===== config.mk =====
export PLATFORM = sky130hd
export DESIGN_NAME = port_pin_function_select
export DESIGN_NICKNAME = d
export VERILOG_FILES = /design/src/hdl/pin_mux_pkg.sv /design/src/hdl/pin_input_sync.sv /design/src/hdl/port_pin_function_select.sv
export SDC_FILE = /design/constraint.sdc
export NUM_CORES = 1
export LEC_CHECK = 0
export ABC_AREA = 1
export BUFFER_PORTS_ARGS = -buffer_cell sky130_fd_sc_hd__buf_4
export CAP_MARGIN = 30
export CORE_MARGIN = 1
export CORE_UTILIZATION = 45
export CTS_CLUSTER_DIAMETER = 60
export DETAILED_ROUTE_END_ITERATION = 8
export PLACE_DENSITY = 0.77
export SYNTH_ARGS = -nofsm -noshare
export SYNTH_HDL_FRONTEND = slang
export SYNTH_SLANG_ARGS = --single-unit

===== constraint.sdc =====
create_clock -name hclk -period 1.5 [get_ports hclk]
set_clock_uncertainty 0.15 [all_clocks]
set_input_delay 0.15 -clock hclk [delete_from_list [all_inputs] [get_ports hclk]]
set_output_delay 0.15 -clock hclk [all_outputs]
set_load 0.05 [all_outputs]

===== src/hdl/pin_mux_pkg.sv =====
// constants shared by the port pin function select block
// Summary of operation
// - Pin n of the lower port half is steered by bits 2n+1:2n of the low select register.
// - Field code 00 picks the default general-purpose function, 01, 10 and 11 the first, second and third alternates.
// - Only the selected function drives or sees a pin; all other candidates are cut off from it.
// - A converter input stays wired to its pin whatever function the pin carries.
// - The analog path is enabled, and the digital pad disabled, only while the analog code is selected.
// - The direction register steers a pin only under general-purpose I/O; otherwise the function sets direction.
// - Two read/write select registers sit at 0xE002C000 and 0xE002C004, both resetting to zero.
// - The zero reset value covers the implemented bits; every bit of both registers here is implemented.
// - Pins 0 to 3 map codes 01/10 to UART0 transmit/receive, I2C0 lines and timer3/timer0 lines; 11 is reserved.
// - Pins 4 to 7 map codes 01/10 to the SPI0 lines and timer0/timer2 lines; 11 is reserved.
// - Pins 8 to 11 map to UART1 transmit, receive, RTS, CTS, timer2/timer1 lines and converter channels 3 and 4.
// - Pins 12 to 15 map to UART1 modem lines, timer1 lines, channel 5, external interrupts 1/2 and SSP1 clock.
package pin_mux_pkg;

    // register map, byte addresses
    localparam logic [31:0] ADDR_SEL_LOW   = 32'hE002C000;
    localparam logic [31:0] ADDR_SEL_HIGH  = 32'hE002C004;
    localparam logic [31:0] SEL_LOW_RESET  = 32'h00000000;
    localparam logic [31:0] SEL_HIGH_RESET = 32'h00000000;

    // pin and field layout
    localparam int          NUM_PINS  = 16;
    localparam int          FIELD_W   = 2;
    localparam int          NUM_CODES = 4;

    // function codes of one field
    localparam logic [1:0]  FUNC_GPIO = 2'h0;
    localparam logic [1:0]  FUNC_ALT1 = 2'h1;
    localparam logic [1:0]  FUNC_ALT2 = 2'h2;
    localparam logic [1:0]  FUNC_ALT3 = 2'h3;

    // pins that host converter channels 3, 4 and 5
    localparam int          ADC_PIN_CH3 = 10;
    localparam int          ADC_PIN_CH4 = 11;
    localparam int          ADC_PIN_CH5 = 12;
    localparam int          NUM_ADC     = 3;

    // AHB-Lite encodings
    localparam logic [1:0]  HTRANS_NONSEQ = 2'h2;
    localparam logic [1:0]  HTRANS_SEQ    = 2'h3;
    localparam logic        HRESP_OKAY    = 1'h0;

    // levels seen by a peripheral input whose pin is elsewhere
    localparam logic        IDLE_HIGH = 1'h1;
    localparam logic        IDLE_LOW  = 1'h0;

    // pad outputs out of reset: released, low
    localparam logic        PAD_OEN_RESET = 1'h1;
    localparam logic        PAD_OUT_RESET = 1'h0;

endpackage


===== src/hdl/pin_input_sync.sv =====
// two-flop synchroniser for the pad inputs
`timescale 1ns/1ps

module pin_input_sync
    import pin_mux_pkg::*;
(
    // clock and reset
    input  wire logic                hclk,
    input  wire logic                hresetn,
    // pad side and clock side
    input  wire logic [NUM_PINS-1:0] async_in,
    output logic      [NUM_PINS-1:0] sync_out
);

    logic [NUM_PINS-1:0] meta_q;

    // first stage feeds only the second
    always_ff @(posedge hclk or negedge hresetn) begin
        if (!hresetn) begin
            meta_q   <= '0;
            sync_out <= '0;
        end else begin
            meta_q   <= async_in;
            sync_out <= meta_q;
        end
    end

endmodule


===== src/hdl/port_pin_function_select.sv =====
// pin function multiplexer for port pins 0 to 15 with its AHB-Lite select registers
//
// The implementer's own choice: the AHB-Lite register port.
`timescale 1ns/1ps

module port_pin_function_select
    import pin_mux_pkg::*;
(
    // clock and reset
    input  wire logic                hclk,
    input  wire logic                hresetn,

    // AHB-Lite slave
    input  wire logic                hsel,
    input  wire logic [31:0]         haddr,
    input  wire logic [1:0]          htrans,
    input  wire logic                hwrite,
    input  wire logic [2:0]          hsize,
    input  wire logic [31:0]         hwdata,
    input  wire logic                hready,
    output logic      [31:0]         hrdata,
    output logic                     hreadyout,
    output logic                     hresp,

    // package pads, oen low while driving
    input  wire logic [NUM_PINS-1:0] pad_in,
    output logic      [NUM_PINS-1:0] pad_out,
    output logic      [NUM_PINS-1:0] pad_oen,
    output logic      [NUM_PINS-1:0] pad_digital_en,
    output logic      [NUM_ADC-1:0]  adc_path_en,

    // general-purpose I/O path
    input  wire logic [NUM_PINS-1:0] gpio_out,
    input  wire logic [NUM_PINS-1:0] port_direction_reg,
    output logic      [NUM_PINS-1:0] gpio_in,

    // UART0
    input  wire logic                uart0_transmit,
    output logic                     uart0_receive,

    // I2C0, open drain
    input  wire logic                i2c0_clock_line_drive_low,
    input  wire logic                i2c0_data_line_drive_low,
    output logic                     i2c0_clock_line_in,
    output logic                     i2c0_data_line_in,

    // SPI0, direction set by the peripheral
    input  wire logic                spi0_clock_out,
    input  wire logic                spi0_clock_drive,
    output logic                     spi0_clock_in,
    input  wire logic                spi0_follower_out_out,
    input  wire logic                spi0_follower_out_drive,
    output logic                     spi0_follower_out_in,
    input  wire logic                spi0_leader_out_out,
    input  wire logic                spi0_leader_out_drive,
    output logic                     spi0_leader_out_in,
    output logic                     spi0_select,

    // SSP1 clock
    input  wire logic                ssp1_clock_out,
    input  wire logic                ssp1_clock_drive,
    output logic                     ssp1_clock_in,

    // UART1 and modem lines
    input  wire logic                uart1_transmit,
    output logic                     uart1_receive,
    input  wire logic                uart1_request_to_send,
    output logic                     uart1_clear_to_send,
    output logic                     uart1_set_ready,
    input  wire logic                uart1_terminal_ready,
    output logic                     uart1_carrier_detect,
    output logic                     uart1_ring_indicator,

    // timer match outputs
    input  wire logic                timer0_match0,
    input  wire logic                timer0_match1,
    input  wire logic                timer1_match0,
    input  wire logic                timer1_match1,
    input  wire logic                timer2_match0,
    input  wire logic                timer2_match1,
    input  wire logic                timer2_match2,
    input  wire logic                timer3_match1,
    input  wire logic                timer3_match2,

    // timer capture inputs
    output logic                     timer0_capture0,
    output logic                     timer0_capture1,
    output logic                     timer0_capture2,
    output logic                     timer1_capture0,
    output logic                     timer1_capture1,

    // external interrupts
    output logic                     external_interrupt_1,
    output logic                     external_interrupt_2
);

    // ************************************************************
    // register bus
    // ************************************************************

    logic [31:0]         pin_select_low_half_q;
    logic [31:0]         pin_select_high_half_q;
    logic                wr_low_q;
    logic                wr_high_q;
    logic [31:0]         rdata_q;
    logic                take;
    logic                hit_low;
    logic                hit_high;
    logic [31:0]         low_now;
    logic [31:0]         high_now;

    // zero wait states, never an error
    assign hreadyout = 1'h1;
    assign hresp     = HRESP_OKAY;
    assign hrdata    = rdata_q;

    assign take     = hsel && hready && (htrans == HTRANS_NONSEQ || htrans == HTRANS_SEQ);
    assign hit_low  = (haddr == ADDR_SEL_LOW);
    assign hit_high = (haddr == ADDR_SEL_HIGH);

    // a write finishing this edge is forwarded to a read taken at the same edge
    assign low_now  = wr_low_q ? hwdata : pin_select_low_half_q;
    assign high_now = wr_high_q ? hwdata : pin_select_high_half_q;

    always_ff @(posedge hclk or negedge hresetn) begin
        if (!hresetn) begin
            wr_low_q  <= 1'h0;
            wr_high_q <= 1'h0;
        end else begin
            wr_low_q  <= take && hwrite && hit_low;
            wr_high_q <= take && hwrite && hit_high;
        end
    end

    // whole 32-bit registers, every bit kept
    always_ff @(posedge hclk or negedge hresetn) begin
        if (!hresetn) begin
            pin_select_low_half_q  <= SEL_LOW_RESET;
            pin_select_high_half_q <= SEL_HIGH_RESET;
        end else begin
            if (wr_low_q) begin
                pin_select_low_half_q <= hwdata;
            end
            if (wr_high_q) begin
                pin_select_high_half_q <= hwdata;
            end
        end
    end

    // unmapped reads return zero
    always_ff @(posedge hclk or negedge hresetn) begin
        if (!hresetn) begin
            rdata_q <= 32'h00000000;
        end else if (take && !hwrite) begin
            if (hit_low) begin
                rdata_q <= low_now;
            end else if (hit_high) begin
                rdata_q <= high_now;
            end else begin
                rdata_q <= 32'h00000000;
            end
        end
    end

    // ************************************************************
    // pad inputs
    // ************************************************************

    logic [NUM_PINS-1:0] pin_sync;

    pin_input_sync u_sync (
        .hclk     (hclk),
        .hresetn  (hresetn),
        .async_in (pad_in),
        .sync_out (pin_sync)
    );

    // ************************************************************
    // per-pin function table
    // ************************************************************

    logic [1:0]          code [NUM_PINS];
    logic                fn_drv [NUM_PINS][NUM_CODES];
    logic                fn_val [NUM_PINS][NUM_CODES];

    // reserved and input-only entries keep drv low, so the pad floats
    always_comb begin
        for (int p = 0; p < NUM_PINS; p++) begin
            for (int c = 0; c < NUM_CODES; c++) begin
                fn_drv[p][c] = 1'h0;
                fn_val[p][c] = 1'h0;
            end
        end
        // pins 0 to 3
        fn_drv[0][FUNC_ALT1]  = 1'h1;
        fn_val[0][FUNC_ALT1]  = uart0_transmit;
        fn_drv[0][FUNC_ALT2]  = 1'h1;
        fn_val[0][FUNC_ALT2]  = timer3_match1;
        fn_drv[1][FUNC_ALT2]  = 1'h1;
        fn_val[1][FUNC_ALT2]  = timer3_match2;
        fn_drv[2][FUNC_ALT1]  = i2c0_clock_line_drive_low;
        fn_drv[3][FUNC_ALT1]  = i2c0_data_line_drive_low;
        fn_drv[3][FUNC_ALT2]  = 1'h1;
        fn_val[3][FUNC_ALT2]  = timer0_match0;
        // pins 4 to 7
        fn_drv[4][FUNC_ALT1]  = spi0_clock_drive;
        fn_val[4][FUNC_ALT1]  = spi0_clock_out;
        fn_drv[5][FUNC_ALT1]  = spi0_follower_out_drive;
        fn_val[5][FUNC_ALT1]  = spi0_follower_out_out;
        fn_drv[5][FUNC_ALT2]  = 1'h1;
        fn_val[5][FUNC_ALT2]  = timer0_match1;
        fn_drv[6][FUNC_ALT1]  = spi0_leader_out_drive;
        fn_val[6][FUNC_ALT1]  = spi0_leader_out_out;
        fn_drv[7][FUNC_ALT2]  = 1'h1;
        fn_val[7][FUNC_ALT2]  = timer2_match0;
        // pins 8 to 11
        fn_drv[8][FUNC_ALT1]  = 1'h1;
        fn_val[8][FUNC_ALT1]  = uart1_transmit;
        fn_drv[8][FUNC_ALT2]  = 1'h1;
        fn_val[8][FUNC_ALT2]  = timer2_match1;
        fn_drv[9][FUNC_ALT2]  = 1'h1;
        fn_val[9][FUNC_ALT2]  = timer2_match2;
        fn_drv[10][FUNC_ALT1] = 1'h1;
        fn_val[10][FUNC_ALT1] = uart1_request_to_send;
        // pins 12 to 15
        fn_drv[12][FUNC_ALT2] = 1'h1;
        fn_val[12][FUNC_ALT2] = timer1_match0;
        fn_drv[13][FUNC_ALT2] = 1'h1;
        fn_val[13][FUNC_ALT2] = timer1_match1;
        fn_drv[13][FUNC_ALT3] = 1'h1;
        fn_val[13][FUNC_ALT3] = uart1_terminal_ready;
        fn_drv[14][FUNC_ALT2] = ssp1_clock_drive;
        fn_val[14][FUNC_ALT2] = ssp1_clock_out;
    end

    // ************************************************************
    // pad drive
    // ************************************************************

    logic [NUM_PINS-1:0] adc_sel;

    assign adc_sel = '0 | ({{(NUM_PINS-1){1'h0}}, 1'h1} << ADC_PIN_CH3)
                        | ({{(NUM_PINS-1){1'h0}}, 1'h1} << ADC_PIN_CH4)
                        | ({{(NUM_PINS-1){1'h0}}, 1'h1} << ADC_PIN_CH5);

    for (genvar n = 0; n < NUM_PINS; n++) begin : g_pin
        logic gpio_mode;
        logic drive;
        logic value;
        logic analog_mode;

        assign code[n]     = pin_select_low_half_q[FIELD_W*n +: FIELD_W];
        assign gpio_mode   = (code[n] == FUNC_GPIO);
        assign analog_mode = adc_sel[n] && (code[n] == FUNC_ALT3);
        // direction from the port register only under general-purpose I/O
        assign drive = gpio_mode ? port_direction_reg[n] : fn_drv[n][code[n]];
        assign value = gpio_mode ? gpio_out[n] : fn_val[n][code[n]];
        // gpio sees nothing while another function owns the pin
        assign gpio_in[n] = gpio_mode ? pin_sync[n] : 1'h0;

        always_ff @(posedge hclk or negedge hresetn) begin
            if (!hresetn) begin
                pad_out[n]        <= PAD_OUT_RESET;
                pad_oen[n]        <= PAD_OEN_RESET;
                pad_digital_en[n] <= 1'h1;
            end else begin
                pad_out[n]        <= value;
                pad_oen[n]        <= !drive;
                pad_digital_en[n] <= !analog_mode;
            end
        end
    end

    // analog path only on the analog code; the converter wire itself is never cut
    always_ff @(posedge hclk or negedge hresetn) begin
        if (!hresetn) begin
            adc_path_en <= '0;
        end else begin
            adc_path_en[0] <= (code[ADC_PIN_CH3] == FUNC_ALT3);
            adc_path_en[1] <= (code[ADC_PIN_CH4] == FUNC_ALT3);
            adc_path_en[2] <= (code[ADC_PIN_CH5] == FUNC_ALT3);
        end
    end

    // ************************************************************
    // peripheral inputs, idle level unless routed
    // ************************************************************

    // an unrouted peripheral never sees pad activity
    assign uart0_receive        = (code[1] == FUNC_ALT1) ? pin_sync[1] : IDLE_HIGH;
    assign i2c0_clock_line_in   = (code[2] == FUNC_ALT1) ? pin_sync[2] : IDLE_HIGH;
    assign timer0_capture0      = (code[2] == FUNC_ALT2) ? pin_sync[2] : IDLE_LOW;
    assign i2c0_data_line_in    = (code[3] == FUNC_ALT1) ? pin_sync[3] : IDLE_HIGH;
    assign spi0_clock_in        = (code[4] == FUNC_ALT1) ? pin_sync[4] : IDLE_LOW;
    assign timer0_capture1      = (code[4] == FUNC_ALT2) ? pin_sync[4] : IDLE_LOW;
    assign spi0_follower_out_in = (code[5] == FUNC_ALT1) ? pin_sync[5] : IDLE_LOW;
    assign spi0_leader_out_in   = (code[6] == FUNC_ALT1) ? pin_sync[6] : IDLE_LOW;
    assign timer0_capture2      = (code[6] == FUNC_ALT2) ? pin_sync[6] : IDLE_LOW;
    assign spi0_select          = (code[7] == FUNC_ALT1) ? pin_sync[7] : IDLE_HIGH;
    assign uart1_receive        = (code[9] == FUNC_ALT1) ? pin_sync[9] : IDLE_HIGH;
    assign timer1_capture0      = (code[10] == FUNC_ALT2) ? pin_sync[10] : IDLE_LOW;
    assign uart1_clear_to_send  = (code[11] == FUNC_ALT1) ? pin_sync[11] : IDLE_HIGH;
    assign timer1_capture1      = (code[11] == FUNC_ALT2) ? pin_sync[11] : IDLE_LOW;
    assign uart1_set_ready      = (code[12] == FUNC_ALT1) ? pin_sync[12] : IDLE_HIGH;
    assign external_interrupt_1 = (code[14] == FUNC_ALT1) ? pin_sync[14] : IDLE_LOW;
    assign ssp1_clock_in        = (code[14] == FUNC_ALT2) ? pin_sync[14] : IDLE_LOW;
    assign uart1_carrier_detect = (code[14] == FUNC_ALT3) ? pin_sync[14] : IDLE_HIGH;
    assign external_interrupt_2 = (code[15] == FUNC_ALT1) ? pin_sync[15] : IDLE_LOW;
    assign uart1_ring_indicator = (code[15] == FUNC_ALT3) ? pin_sync[15] : IDLE_HIGH;

endmodule


# Yosys cells after proc, flatten, opt, wreduce, memory -nomap -nowiden
# Cells that the tools add are included.
[word_totals] register_bits=168 inputBits=145 out_inout_bits=121 word_cells=307
[classes] n_lt_le_gt_ge=16 n_eq_ne=27 mux=162 bitwise_logic=16 reduce_logical=43
[op_table] cell="$mux W1" count=128
[op_table] cell="$mux W32" count=4
[op_table] cell="$eq A32 B32 Y1 const B" count=2
[op_table] cell="$bmux W1 S2" count=30
[op_table] cell="$ge A3 B3 Y1 const B" count=16
[op_table] cell="$not A2 Y3" count=16
[op_table] cell="$logic_not A2 Y1" count=16
[op_table] cell="$eq A2 B2 Y1 const B" count=13
[op_table] cell="$eq A2 B1 Y1 const B" count=12
[op_table] cell="$logic_not A1 Y1" count=20
[op_table] cell="$logic_and A1 B1 Y1" count=6
[op_table] cell="$logic_or A1 B1 Y1" count=1

# Logic depth before layout (Yosys ltp)
# Gate-level depths: netlist of run 1.
[logic_depth] word_depth=6 ltp_mapped=11 ltp_nobuf=9

# Cells and area by module
# From an unflattened synthesis of run 1, not the netlist that was laid out.
[unflattened] hier_cells=728 hier_area_um2=7213.2
[modules_own_cells] module="port_pin_function_select" n_inst=1 cells_per_inst=696 area_each_um2=6412.4 seq_area_each_um2=3427.0
[modules_own_cells] module="pin_input_sync" n_inst=1 cells_per_inst=32 area_each_um2=800.8 seq_area_each_um2=800.8

# Worst setup path after synthesis of run 1
# OpenSTA, ideal clock, no wires.
[synth_path] path_type="flip-flop to output port" startpoint="reg pin_select_low_half_q[27]" endpoint="out gpio_in[13]" arrival_time_ns=1.554 t_required_ns=1.200 path_slack_ns=-0.354 path_stages_with_launch=2 n_path_buf=0 cell_sequence="dfrtp_1 -> nor3b_1"
[synth_via] elab_chain_len=2
[synth_lines] element="from (decl)" line="port_pin_function_select.sv:101" text="logic [31:0] pin_select_low_half_q;"
[synth_lines] element="from (signal assigned)" line="port_pin_function_select.sv:142" text="pin_select_low_half_q <= hwdata;"
[synth_lines] element="$logic_not A2 Y1" line="port_pin_function_select.sv:253" text="assign gpio_mode = (code[n] == FUNC_GPIO);"
[synth_lines] element="$mux W1" line="port_pin_function_select.sv:259" text="assign gpio_in[n] = gpio_mode ? pin_sync[n] : 1'h0;"
[synth_lines] element="to (decl)" line="port_pin_function_select.sv:35" text="output logic [NUM_PINS-1:0] gpio_in,"
# Every way passes these cells.

# Final worst setup path of run 1
[layout_path] startpoint="reg pin_select_low_half_q[23]" endpoint="out timer1_capture1"
[layout_via] elab_chain_len=2
[layout_lines] element="$eq A2 B2 Y1" line="port_pin_function_select.sv:303" text="assign timer1_capture1 = (code[11] == FUNC_ALT2) ? pin_sync[11] : IDLE_LOW;"
[layout_lines] element="$mux W1" line="port_pin_function_select.sv:303"
[layout_lines] element="to (decl)" line="port_pin_function_select.sv:90" text="output logic timer1_capture1,"
# Every way passes these cells.

==> reports/results.tsv, run 1 <==
metric	value	unit
status	finished with violations	
violations	negative setup slack	
path_max_fanout	3	
synth_cells	728	
track_usage	26.8	%
synth-seq-cells	168	
rsz0062_at_grt	true	
min_path_type	in -> async	
cp.required	1.20	ns
finalInstanceArea	12000	um2
period_needed	1.72	ns
grt_pass1_vias	6940	
grt_max_degree	45	
synthToLayoutAreaGrowth	67.3	%
overflow	0	
path_clk_slew	0.07	ns
synth_adder_area_share	0.348	%
p_leak	0.00599	uW
worst_slew_pin_slew	0.588	ns
fin_tns_setup	-3.00	ns
grt_pass1_wl	33.8	mm
max_freq	581	MHz
critical_path.slowest_cell	dfrtp_1	
post_dp_cell_area	9460	um2
synth_area_per_cell	9.87	um2
portBuffers	246	
cts-root-buf	clkbuf_16	
fin_ws	-0.221	ns
drt_iter0_markers	354	
post-dp-hpwl	12.8	mm
cp-start-kind	flop	
numCtsBuffers	17	
max_cap_viol_count	0	
setup_viol	51	
rows	45	
cts_tree	built	
path_class	reg -> out	
antenna_left	0	
worstPathArrival	1.42	ns
synth.distinct_cells	33	
seq_area_frac_synth	58.8	%
wl	23.8	mm
cpPeakStageDelay	0.38	ns
start_util	46.7	%
muxShareOfSynthArea	5.61	%
die-width	128	um
core_area	15400	um2
vias_per_cell	4.98	
p_per_area	809	nW/um2
endpoint_kind	output pin	
power	9720	uW
die-area	16500	um2
drtPass1Iterations	5	
maxSlewViolCount	0	
h-tree-depth	4	
slew_headroom	60.8	%
yosys_warnings	0	
hold_viol_final	0	
vdd_drop_max	849	uV
place.gp.congestion	0.742	
post-route-drc-count	0	
finalCritPeriodShare	115	%
place_ws	-0.0435	ns
finalNetCount	1287	
clkSinkCount	168	
crit_chain	buf_4 > inv_6 > nor3_4 > buf_6	
synth_top_family_by_area	simple AND/OR/NAND/NOR gates	
num_io_pins	266	
yosys.area_share.simple	21.8	%
synth_area	7180	um2
drive_gt1_share	46.5	%
antenna_found_initial	0	
wl_per_cell	17.4	um
ctsLongestPathBuffers	2	
synth_xor_area_share	0	%
clock_latency	0.42	ns
synth_compound_area_share	4.48	%
vias	6800	
fp.dieH	128	um
r2r_cells	6	
==> Yosys cell counts <==
cell type | n | share of area [%]
nor2_1 | 45 | 2.4
inv_1 | 65 | 3.4
dfstp_2 | 19 | 6.9
nand2_2 | 2 | 0.17
ha_1 | 2 | 0.35
a22o_1 | 3 | 0.37
buf_2 | 12 | 0.84
nor3_1 | 19 | 1.3
dfrtp_1 | 149 | 52
nand3_1 | 53 | 3.7
inv_2 | 10 | 0.52
buf_12 | 3 | 0.84
nor2_8 | 1 | 0.28
o21ai_0 | 11 | 0.77
buf_4 | 23 | 2.4
nor2_4 | 1 | 0.16
nand4_1 | 2 | 0.17
and2_1 | 1 | 0.087
buf_6 | 3 | 0.47
o21ai_1 | 34 | 2.4
clkbuf_1 | 3 | 0.16
conb_1 | 2 | 0.10
nand2_1 | 190 | 9.9
mux2i_1 | 2 | 0.28
nor2_2 | 2 | 0.17
mux2_1 | 2 | 0.31
a21oi_1 | 5 | 0.35
a22oi_1 | 4 | 0.42
buf_8 | 1 | 0.21
mux2_2 | 32 | 5.0
o31ai_1 | 2 | 0.21
nor3b_1 | 1 | 0.10
nand3_2 | 24 | 3.3
==> stage by stage <==
stage	utilization (%)	hold WS, ns	std cells
6_report	78.2	0.0933	1365
2_1_floorplan	-	-0.296	741
5_1_grt	78.2	0.119	1364
3_3_place_gp	61.5	-0.0261	1177
3_5_place_dp	61.5	-0.0238	1177
4_1_cts	74.9	0.0846	1342
==> worst paths after layout <==
| path | end | from | slack [ns] |
|---|---|---|---|
| max in group asynchronous | pad_oen[15]$_DFF_PN1_ | hresetn | 0.48 |
| hold reg to reg | u_sync.sync_out[12]$_DFF_PN0_ | u_sync.meta_q[12]$_DFF_PN0_ | 0.20 |
| min in group hclk | hrdata[12]$_DFFE_PN0P_ | haddr[28] | 0.11 |
| setup / recovery | timer1_capture1 | pin_select_low_half_q[23]$_DFF_PN0_ | -0.22 |
| setup reg to reg | hrdata[18]$_DFFE_PN0P_ | wr_high_q$_DFF_PN0_ | -0.04 |
| hold / removal | u_sync.meta_q[3]$_DFF_PN0_ | hresetn | 0.09 |
==> flip-flops by register name, summed over array words and instances (netlist names) <==
register and flops:
adc_path_en 3, hrdata 32, pad_digital_en 3, pad_oen 16, pad_out 16, pin_select_high_half_q 32, pin_select_low_half_q 32, u_sync.meta_q 16
u_sync.sync_out 16, wr_high_q 1, wr_low_q 1
==> cell families after synthesis <==
| family | after synthesis |
|---|---|
| buffers and inverters | 120 |
| muxes | 36 |
| AOI/OAI and AO/OA | 59 |
| adders and majority gates | 2 |
| other | 2 |
| and+or+nand+nor | 341 |
| DFF | 168 |
==> what timing repair did <==
item                                   4_1_cts  5_1_grt
setup endpoints to repair                   35       54
endpoints found under the hold margin      266        0
hold buffers                               106        0
gates cloned                                 0        2
buffers inserted                            27       21
resized for setup                           75       90
pin swaps                                   25       14
==> final cells by class <==
cell class / count / area [um2]
clock inverter: 15 / 140
clock buffer: 17 / 425
multi-input combinational: 453 / 2800
fill: 893 / 3350
sequential: 168 / 4240
timing repair buffer: 425 / 3850
antenna: 1 / 2.50
tap: 211 / 264
inverter: 75 / 289
==> where the power goes <==
| part | switching [uW] | leakage (uW) | internal (uW) |
|---|---|---|---|
| clock network | 1930 | 0.000285 | 2320 |
| registers | 15.5 | 0.00203 | 4580 |
| logic | 406 | 0.00367 | 471 |
==> cells in the final DEF (no fill, tap or decap), types with 2 or more instances in the layout <==
cell type,netlist,layout
conb_1,2,15
o21ai_0,11,11
ha_4,0,2
nand3_2,24,39
clkinv_4,0,3
o31ai_1,2,2
mux2i_1,2,2
clkinv_2,0,4
a21oi_1,5,5
nor3_4,0,3
nand3_1,53,37
mux2_1,2,2
buf_8,1,6
o21ai_1,34,33
dfstp_2,19,19
nand4_1,2,2
nor3_2,0,16
nor2_4,1,7
mux2_4,0,32
nor2_2,2,7
buf_4,23,261
inv_2,10,33
dlygate4sd3_1,0,106
buf_6,3,35
nand2_2,2,9
inv_6,0,7
buf_12,3,15
dfrtp_1,149,137
nand2_1,190,183
clkbuf_16,0,19
a22oi_1,4,4
dfrtp_2,0,12
a22o_1,3,3
nor2_1,45,34
inv_1,65,40
==> critical path: cells and delay by family, from the launching register on <==
family | cells | cell delay, ns
buffers and inverters | 3 | 0.39
DFF | 1 | 0.38
and+or+nand+nor | 1 | 0.23
==> metal layers <==
metal / vias to the layer above / global-route usage, % / wire length, um
li1: 3126 / - / -
met1: 3277 / 29.7 / 8640
met2: 325 / 47.9 / 12800
met3: 72 / 6.94 / 1590
met4: 0 / 12.9 / 791
met5: - / 0 / 0
Note: power is estimated with default switching activity, not from simulation.
==> run 2: changes to the inputs <==
Settings changed: SETUP_SLACK_MARGIN set to 0.5, SKIP_LAST_GASP set to 1.
==> run 2 against run 1 <==
The flow finishes with violations (negative hold slack, negative setup slack). Sequential power is essentially flat. Critical path depth shrank 1. Routed wire length grew 42%. Maximum frequency shrank 2.6%. Flip-flop and latch count is the same. Die area is the same. Largest cell class is now non-clock buffers. Largest power group unchanged.
==> reports/results.tsv, run 2 (synthesized netlist as in run 1, its figures left out) <==
metric	value	unit
status	finished with violations	
violations	negative hold slack, negative setup slack	
cts-root-buf	clkbuf_16	
portBuffers	246	
slew_headroom	51.4	%
track_usage	32.4	%
met1_length	11.3	mm
drive_gt1_share	62.2	%
finalInstanceArea	14000	um2
path_clk_slew	0.08	ns
h-tree-depth	4	
vdd_drop_max	762	uV
final_common_cell	buf_4	
grt_pass1_wl	39.8	mm
top_layer	met4	
crit_family	flip-flops	
p_per_area	707	nW/um2
post-route-drc-count	0	
hold_viol_final	62	
wl_met2	17.2	mm
holdWs	-0.200	ns
wl_met3	2.73	mm
final_cells	1400	
wl_per_cell	24.1	um
mostFrequentLayoutCells	buf_4 (188), nand2_1 (147), buf_6 (127)	
worstPathArrival	1.47	ns
hold_start	hwdata[10]	
start_util	46.7	%
drt_iter0_markers	686	
antenna_left	0	
fin_ws	-0.267	ns
post-dp-hpwl	12.3	mm
numPlacedInstances	1169	
drtPass1Iterations	6	
cp.required	1.20	ns
cts-hold-fix-buffers	76	
cts_tree	built	
min_path_type	in -> reg	
core_area	15400	um2
vias_per_cell	5.61	
die-width	128	um
clkSinkCount	168	
crit_chain	inv_2 > nor3_4 > buf_6	
grt_max_degree	46	
path_class	reg -> out	
cp-start-kind	flop	
rsz0062_at_grt	true	
synthToLayoutAreaGrowth	95.0	%
place.gp.congestion	0.736	
cpPeakStageDelay	0.44	ns
antenna_found_initial	1	
die-area	16500	um2
vias	7850	
finalNetCount	1322	
critical_path.slowest_cell	dfrtp_1	
fp.dieH	128	um
setup_viol	68	
max_freq	566	MHz
maxSlewViolCount	0	
post_dp_cell_area	9770	um2
cp_num_buf_inv	2	
critPathLaunch	pin_select_low_half_q[10]$_DFF_PN0_	
path_max_fanout	3	
num_io_pins	266	
fin_tns_setup	-7.06	ns
period_needed	1.77	ns
wl	33.7	mm
endpoint_kind	output pin	
worst_slew_pin_slew	0.728	ns
rows	45	
finalCritPeriodShare	118	%
p_leak	0.00691	uW
ctsLongestPathBuffers	2	
grt_pass1_vias	7568	
place_ws	-0.0200	ns
max_cap_viol_count	0	
overflow	0	
numCtsBuffers	17	
clock_latency	0.44	ns
r2r-start	wr_high_q$_DFF_PN0_	
-- run 2: cell types whose count changed in the layout (fill, tap and decap cells not counted), moves of 16 or more --
cell / change
buf_4: -73
inv_1: -16
nand2_4: +33
nor2_4: +20
dlygate4sd3_1: -30
buf_8: +29
o21ai_4: +22
nor3_2: -16
nor3_4: +16
o21ai_1: -28
nor2_1: -25
nand2_1: -36
buf_6: +92
-- run 2: worst paths after layout --
check / endpoint / depth (start not counted) / slack (ns)
hold reg to reg: u_sync.sync_out[8]$_DFF_PN0_ / 0 / 0.20
max in group asynchronous: pad_oen[6]$_DFF_PN1_ / 3 / 0.56
setup reg to reg: hrdata[23]$_DFFE_PN0P_ / 8 / -0.25
min in group asynchronous: u_sync.sync_out[12]$_DFF_PN0_ / 2 / 0.03
hold / removal: pin_select_low_half_q[10]$_DFF_PN0_ / 3 / -0.20
setup / recovery: spi0_follower_out_in / 3 / -0.27
-- run 2: layout make-up --
cell class	count	area, um2
well taps	211	264
flip-flops and latches	168	4260
clock buffers	19	453
repair buffers	460	4900
multi-input cells	453	3700
clock inverters	13	119
diodes	1	2.50
fillers	507	1360
inverters	75	312
-- run 2: power by group --
| group | total (uW) | internal, uW | switching (uW) |
|---|---|---|---|
| Clock | 4380 | 2390 | 1980 |
| Sequential | 4600 | 4580 | 21.9 |
| Combinational | 924 | 439 | 485 |
-- run 2: metal layers --
| metal | global-route usage [%] | up-vias |
|---|---|---|
| met5 | 0 | - |
| met4 | 16.8 | 0 |
| met3 | 6.44 | 215 |
| met2 | 58.1 | 602 |
| met1 | 36.6 | 3833 |
| li1 | - | 3200 |
-- run 2: repair_timing --
action                                  CTS  global route
setup buffers                            68            41
gates cloned                             10             3
resized for setup                       291           182
endpoints found under the setup margin  218           251
pin swaps                                40            55
hold endpoints to repair                263            62
-- run 2: per-stage QoR --
stage | total power [uW] | utilization [%]
4_1_cts | 9690 | 84.4
3_5_place_dp | 5290 | 63.6
3_3_place_gp | 5280 | 63.6
5_1_grt | 10100 | 91.1
6_report | 9900 | 91.1
2_1_floorplan | 4890 | -
-- run 2: tightest hold or removal path: cells and delay by family --
| family | cells | cell delay [ns] |
|---|---|---|
| AOI/OAI and AO/OA | 1 | 0.05 |
| buffers and inverters | 1 | 0.10 |
| and+or+nand+nor | 1 | 0.05 |
==> run 3: changes to the inputs <==
Settings changed: TNS_END_PERCENT set to 20.
==> run 3 against run 2 <==
The run still ends with negative hold slack, negative setup slack left. Critical path depth increased by 1. Global-route usage decreased by 5.5 points. Combinational power decreased by 14%. Clock power decreased by 5.5%. Worst setup slack improved by 0.13 ns. Non-clock buffer count decreased by 61. Core utilization decreased by 14 points. Maximum frequency increased by 7.6%. Die area unchanged.
==> reports/results.tsv, run 3 (synthesized netlist as in run 1, its figures left out) <==
metric	value	unit
p_seq_share	48.2	%
numPlacedInstances	1168	
grtUsageMet2	50.3	%
max_freq	609	MHz
cts-root-buf	clkbuf_16	
min_path_type	in -> reg	
endpoint_kind	output pin	
finalCritPeriodShare	109	%
num_io_pins	266	
period_needed	1.64	ns
seqCellArea	4250	um2
worst_slew_pin_slew	0.652	ns
n_fill_cell	921	
synthToLayoutAreaGrowth	65.8	%
p_comb_share	8.4	%
path_max_fanout	3	
diodes	0	
busiest_layer	met2	
crit_family	flip-flops	
grt.met1_usage	29.4	%
track_usage	26.9	%
path_clk_slew	0.07	ns
h-tree-depth	4	
r2r_cells	7	
ctsLongestPathBuffers	2	
hold_viol_final	64	
path_class	reg -> out	
overflow	0	
rsz0062_at_grt	true	
worst_path_most_repeated_cell	nor2_4	
swShare	23.5	%
drtPass1Iterations	5	
start_util	46.7	%
vias	6607	
core_area	15400	um2
post-route-drc-count	0	
fin_ws	-0.142	ns
critical_path.slowest_cell	dfrtp_2	
portBuffers	246	
gr-usage-met3	5.99	%
p_int	7300	uW
power	9530	uW
post_dp_cell_area	9560	um2
worstPathArrival	1.34	ns
cp.required	1.20	ns
final_cells	1338	
grt_pass1_vias	6834	
violations	negative hold slack, negative setup slack	
slew_headroom	56.5	%
cp_num_buf_inv	2	
fp.dieH	128	um
die-area	16500	um2
holdWs	-0.166	ns
mostFrequentLayoutCells	buf_4 (258), nand2_1 (184), dfrtp_1 (135)	
wl	21.8	mm
p_per_area	801	nW/um2
finalInstanceArea	11900	um2
crit_cells	4	
clkSinkCount	168	
cp-start-kind	flop	
cts_tree	built	
p_switching	2240	uW
grt_pass1_wl	33.8	mm
antenna_left	0	
multi_input_area	2910	um2
wl_per_cell	16.3	um
status	finished with violations	
rows	45	
die-width	128	um
p_clk_share	43.4	%
setup_viol	58	
p_leak	0.00600	uW
clock_latency	0.42	ns
numCtsBuffers	17	
cpPeakStageDelay	0.46	ns
cts-hold-fix-buffers	76	
drive_gt1_share	48.2	%
place.gp.congestion	0.761	
grt_max_degree	70	
worst_hold_path.num_cells	2	
antenna_found_initial	0	
maxSlewViolCount	0	
post-dp-hpwl	11.9	mm
max_cap_viol_count	0	
drt_iter0_markers	396	
vias_per_cell	4.94	
crit_chain	nor2_4 > inv_2 > nor2_4 > buf_8	
final_common_cell	buf_4	
vdd_drop_max	733	uV
finalNetCount	1261	
==> run 3: worst paths after layout <==
| check | start | endpoint | slack (ns) |
|---|---|---|---|
| worst max-delay path | pin_select_low_half_q[4]$_DFF_PN0_ | gpio_in[2] | -0.14 |
| worst min-delay path | hwdata[22] | pin_select_low_half_q[22]$_DFF_PN0_ | -0.17 |
| worst max register to register | wr_high_q$_DFF_PN0_ | hrdata[10]$_DFFE_PN0P_ | -0.07 |
| worst min register to register | u_sync.meta_q[15]$_DFF_PN0_ | u_sync.sync_out[15]$_DFF_PN0_ | 0.20 |
| max in group asynchronous | hresetn | pad_oen[5]$_DFF_PN1_ | 0.69 |
| min in group asynchronous | hresetn | u_sync.sync_out[14]$_DFF_PN0_ | 0.11 |
==> run 3: metrics by stage <==
step,TNS (ns),util (%),setup WS (ns)
floorplan,0,-,0.136
global placement,0,62.2,0.0322
detailed placement,-0.0245,62.2,-0.0157
CTS,-3.60,75.0,-0.125
global route,-6.04,77.5,-0.194
finish,-2.82,77.5,-0.142
==> run 3: layout make-up <==
cell class / instances / area share [%]
clock buffers: 19 / 3.63
well taps: 211 / 2.22
flip-flops and latches: 168 / 35.6
repair buffers: 399 / 30.6
clock inverters: 13 / 1.04
multi-input cells: 453 / 24.4
inverters: 75 / 2.41
==> run 3: metal layers <==
layer | vias up | routed length (um)
met3 | 51 | 1230
li1 | 3081 | -
met5 | - | 0
met4 | 0 | 524
met2 | 250 | 12100
met1 | 3225 | 7990
==> run 3: what timing repair did <==
item	CTS	global route
gates resized for setup	95	63
setup buffers	37	22
gates cloned	3	0
hold endpoints to repair	282	64
pin swaps	15	10
endpoints found under the setup margin	216	232
==> run 3: power by group through the flow <==
stage          Clock [uW]  Combinational, uW  Sequential, uW
2_1_floorplan           0                207            4670
3_3_place_gp            0                601            4670
3_5_place_dp            0                609            4670
4_1_cts              4190                777            4590
5_1_grt              4380                860            4590
6_report             4140                798            4590
==> run 3: worst register-to-register path, cell delays in order (launching register included) <==
cell     delay (ns)
dfrtp_2        0.47
buf_6          0.14
buf_12         0.14
mux2_4         0.32
nand3_2        0.07
nand2_1        0.05
nand2_1        0.06
nand2_1        0.06
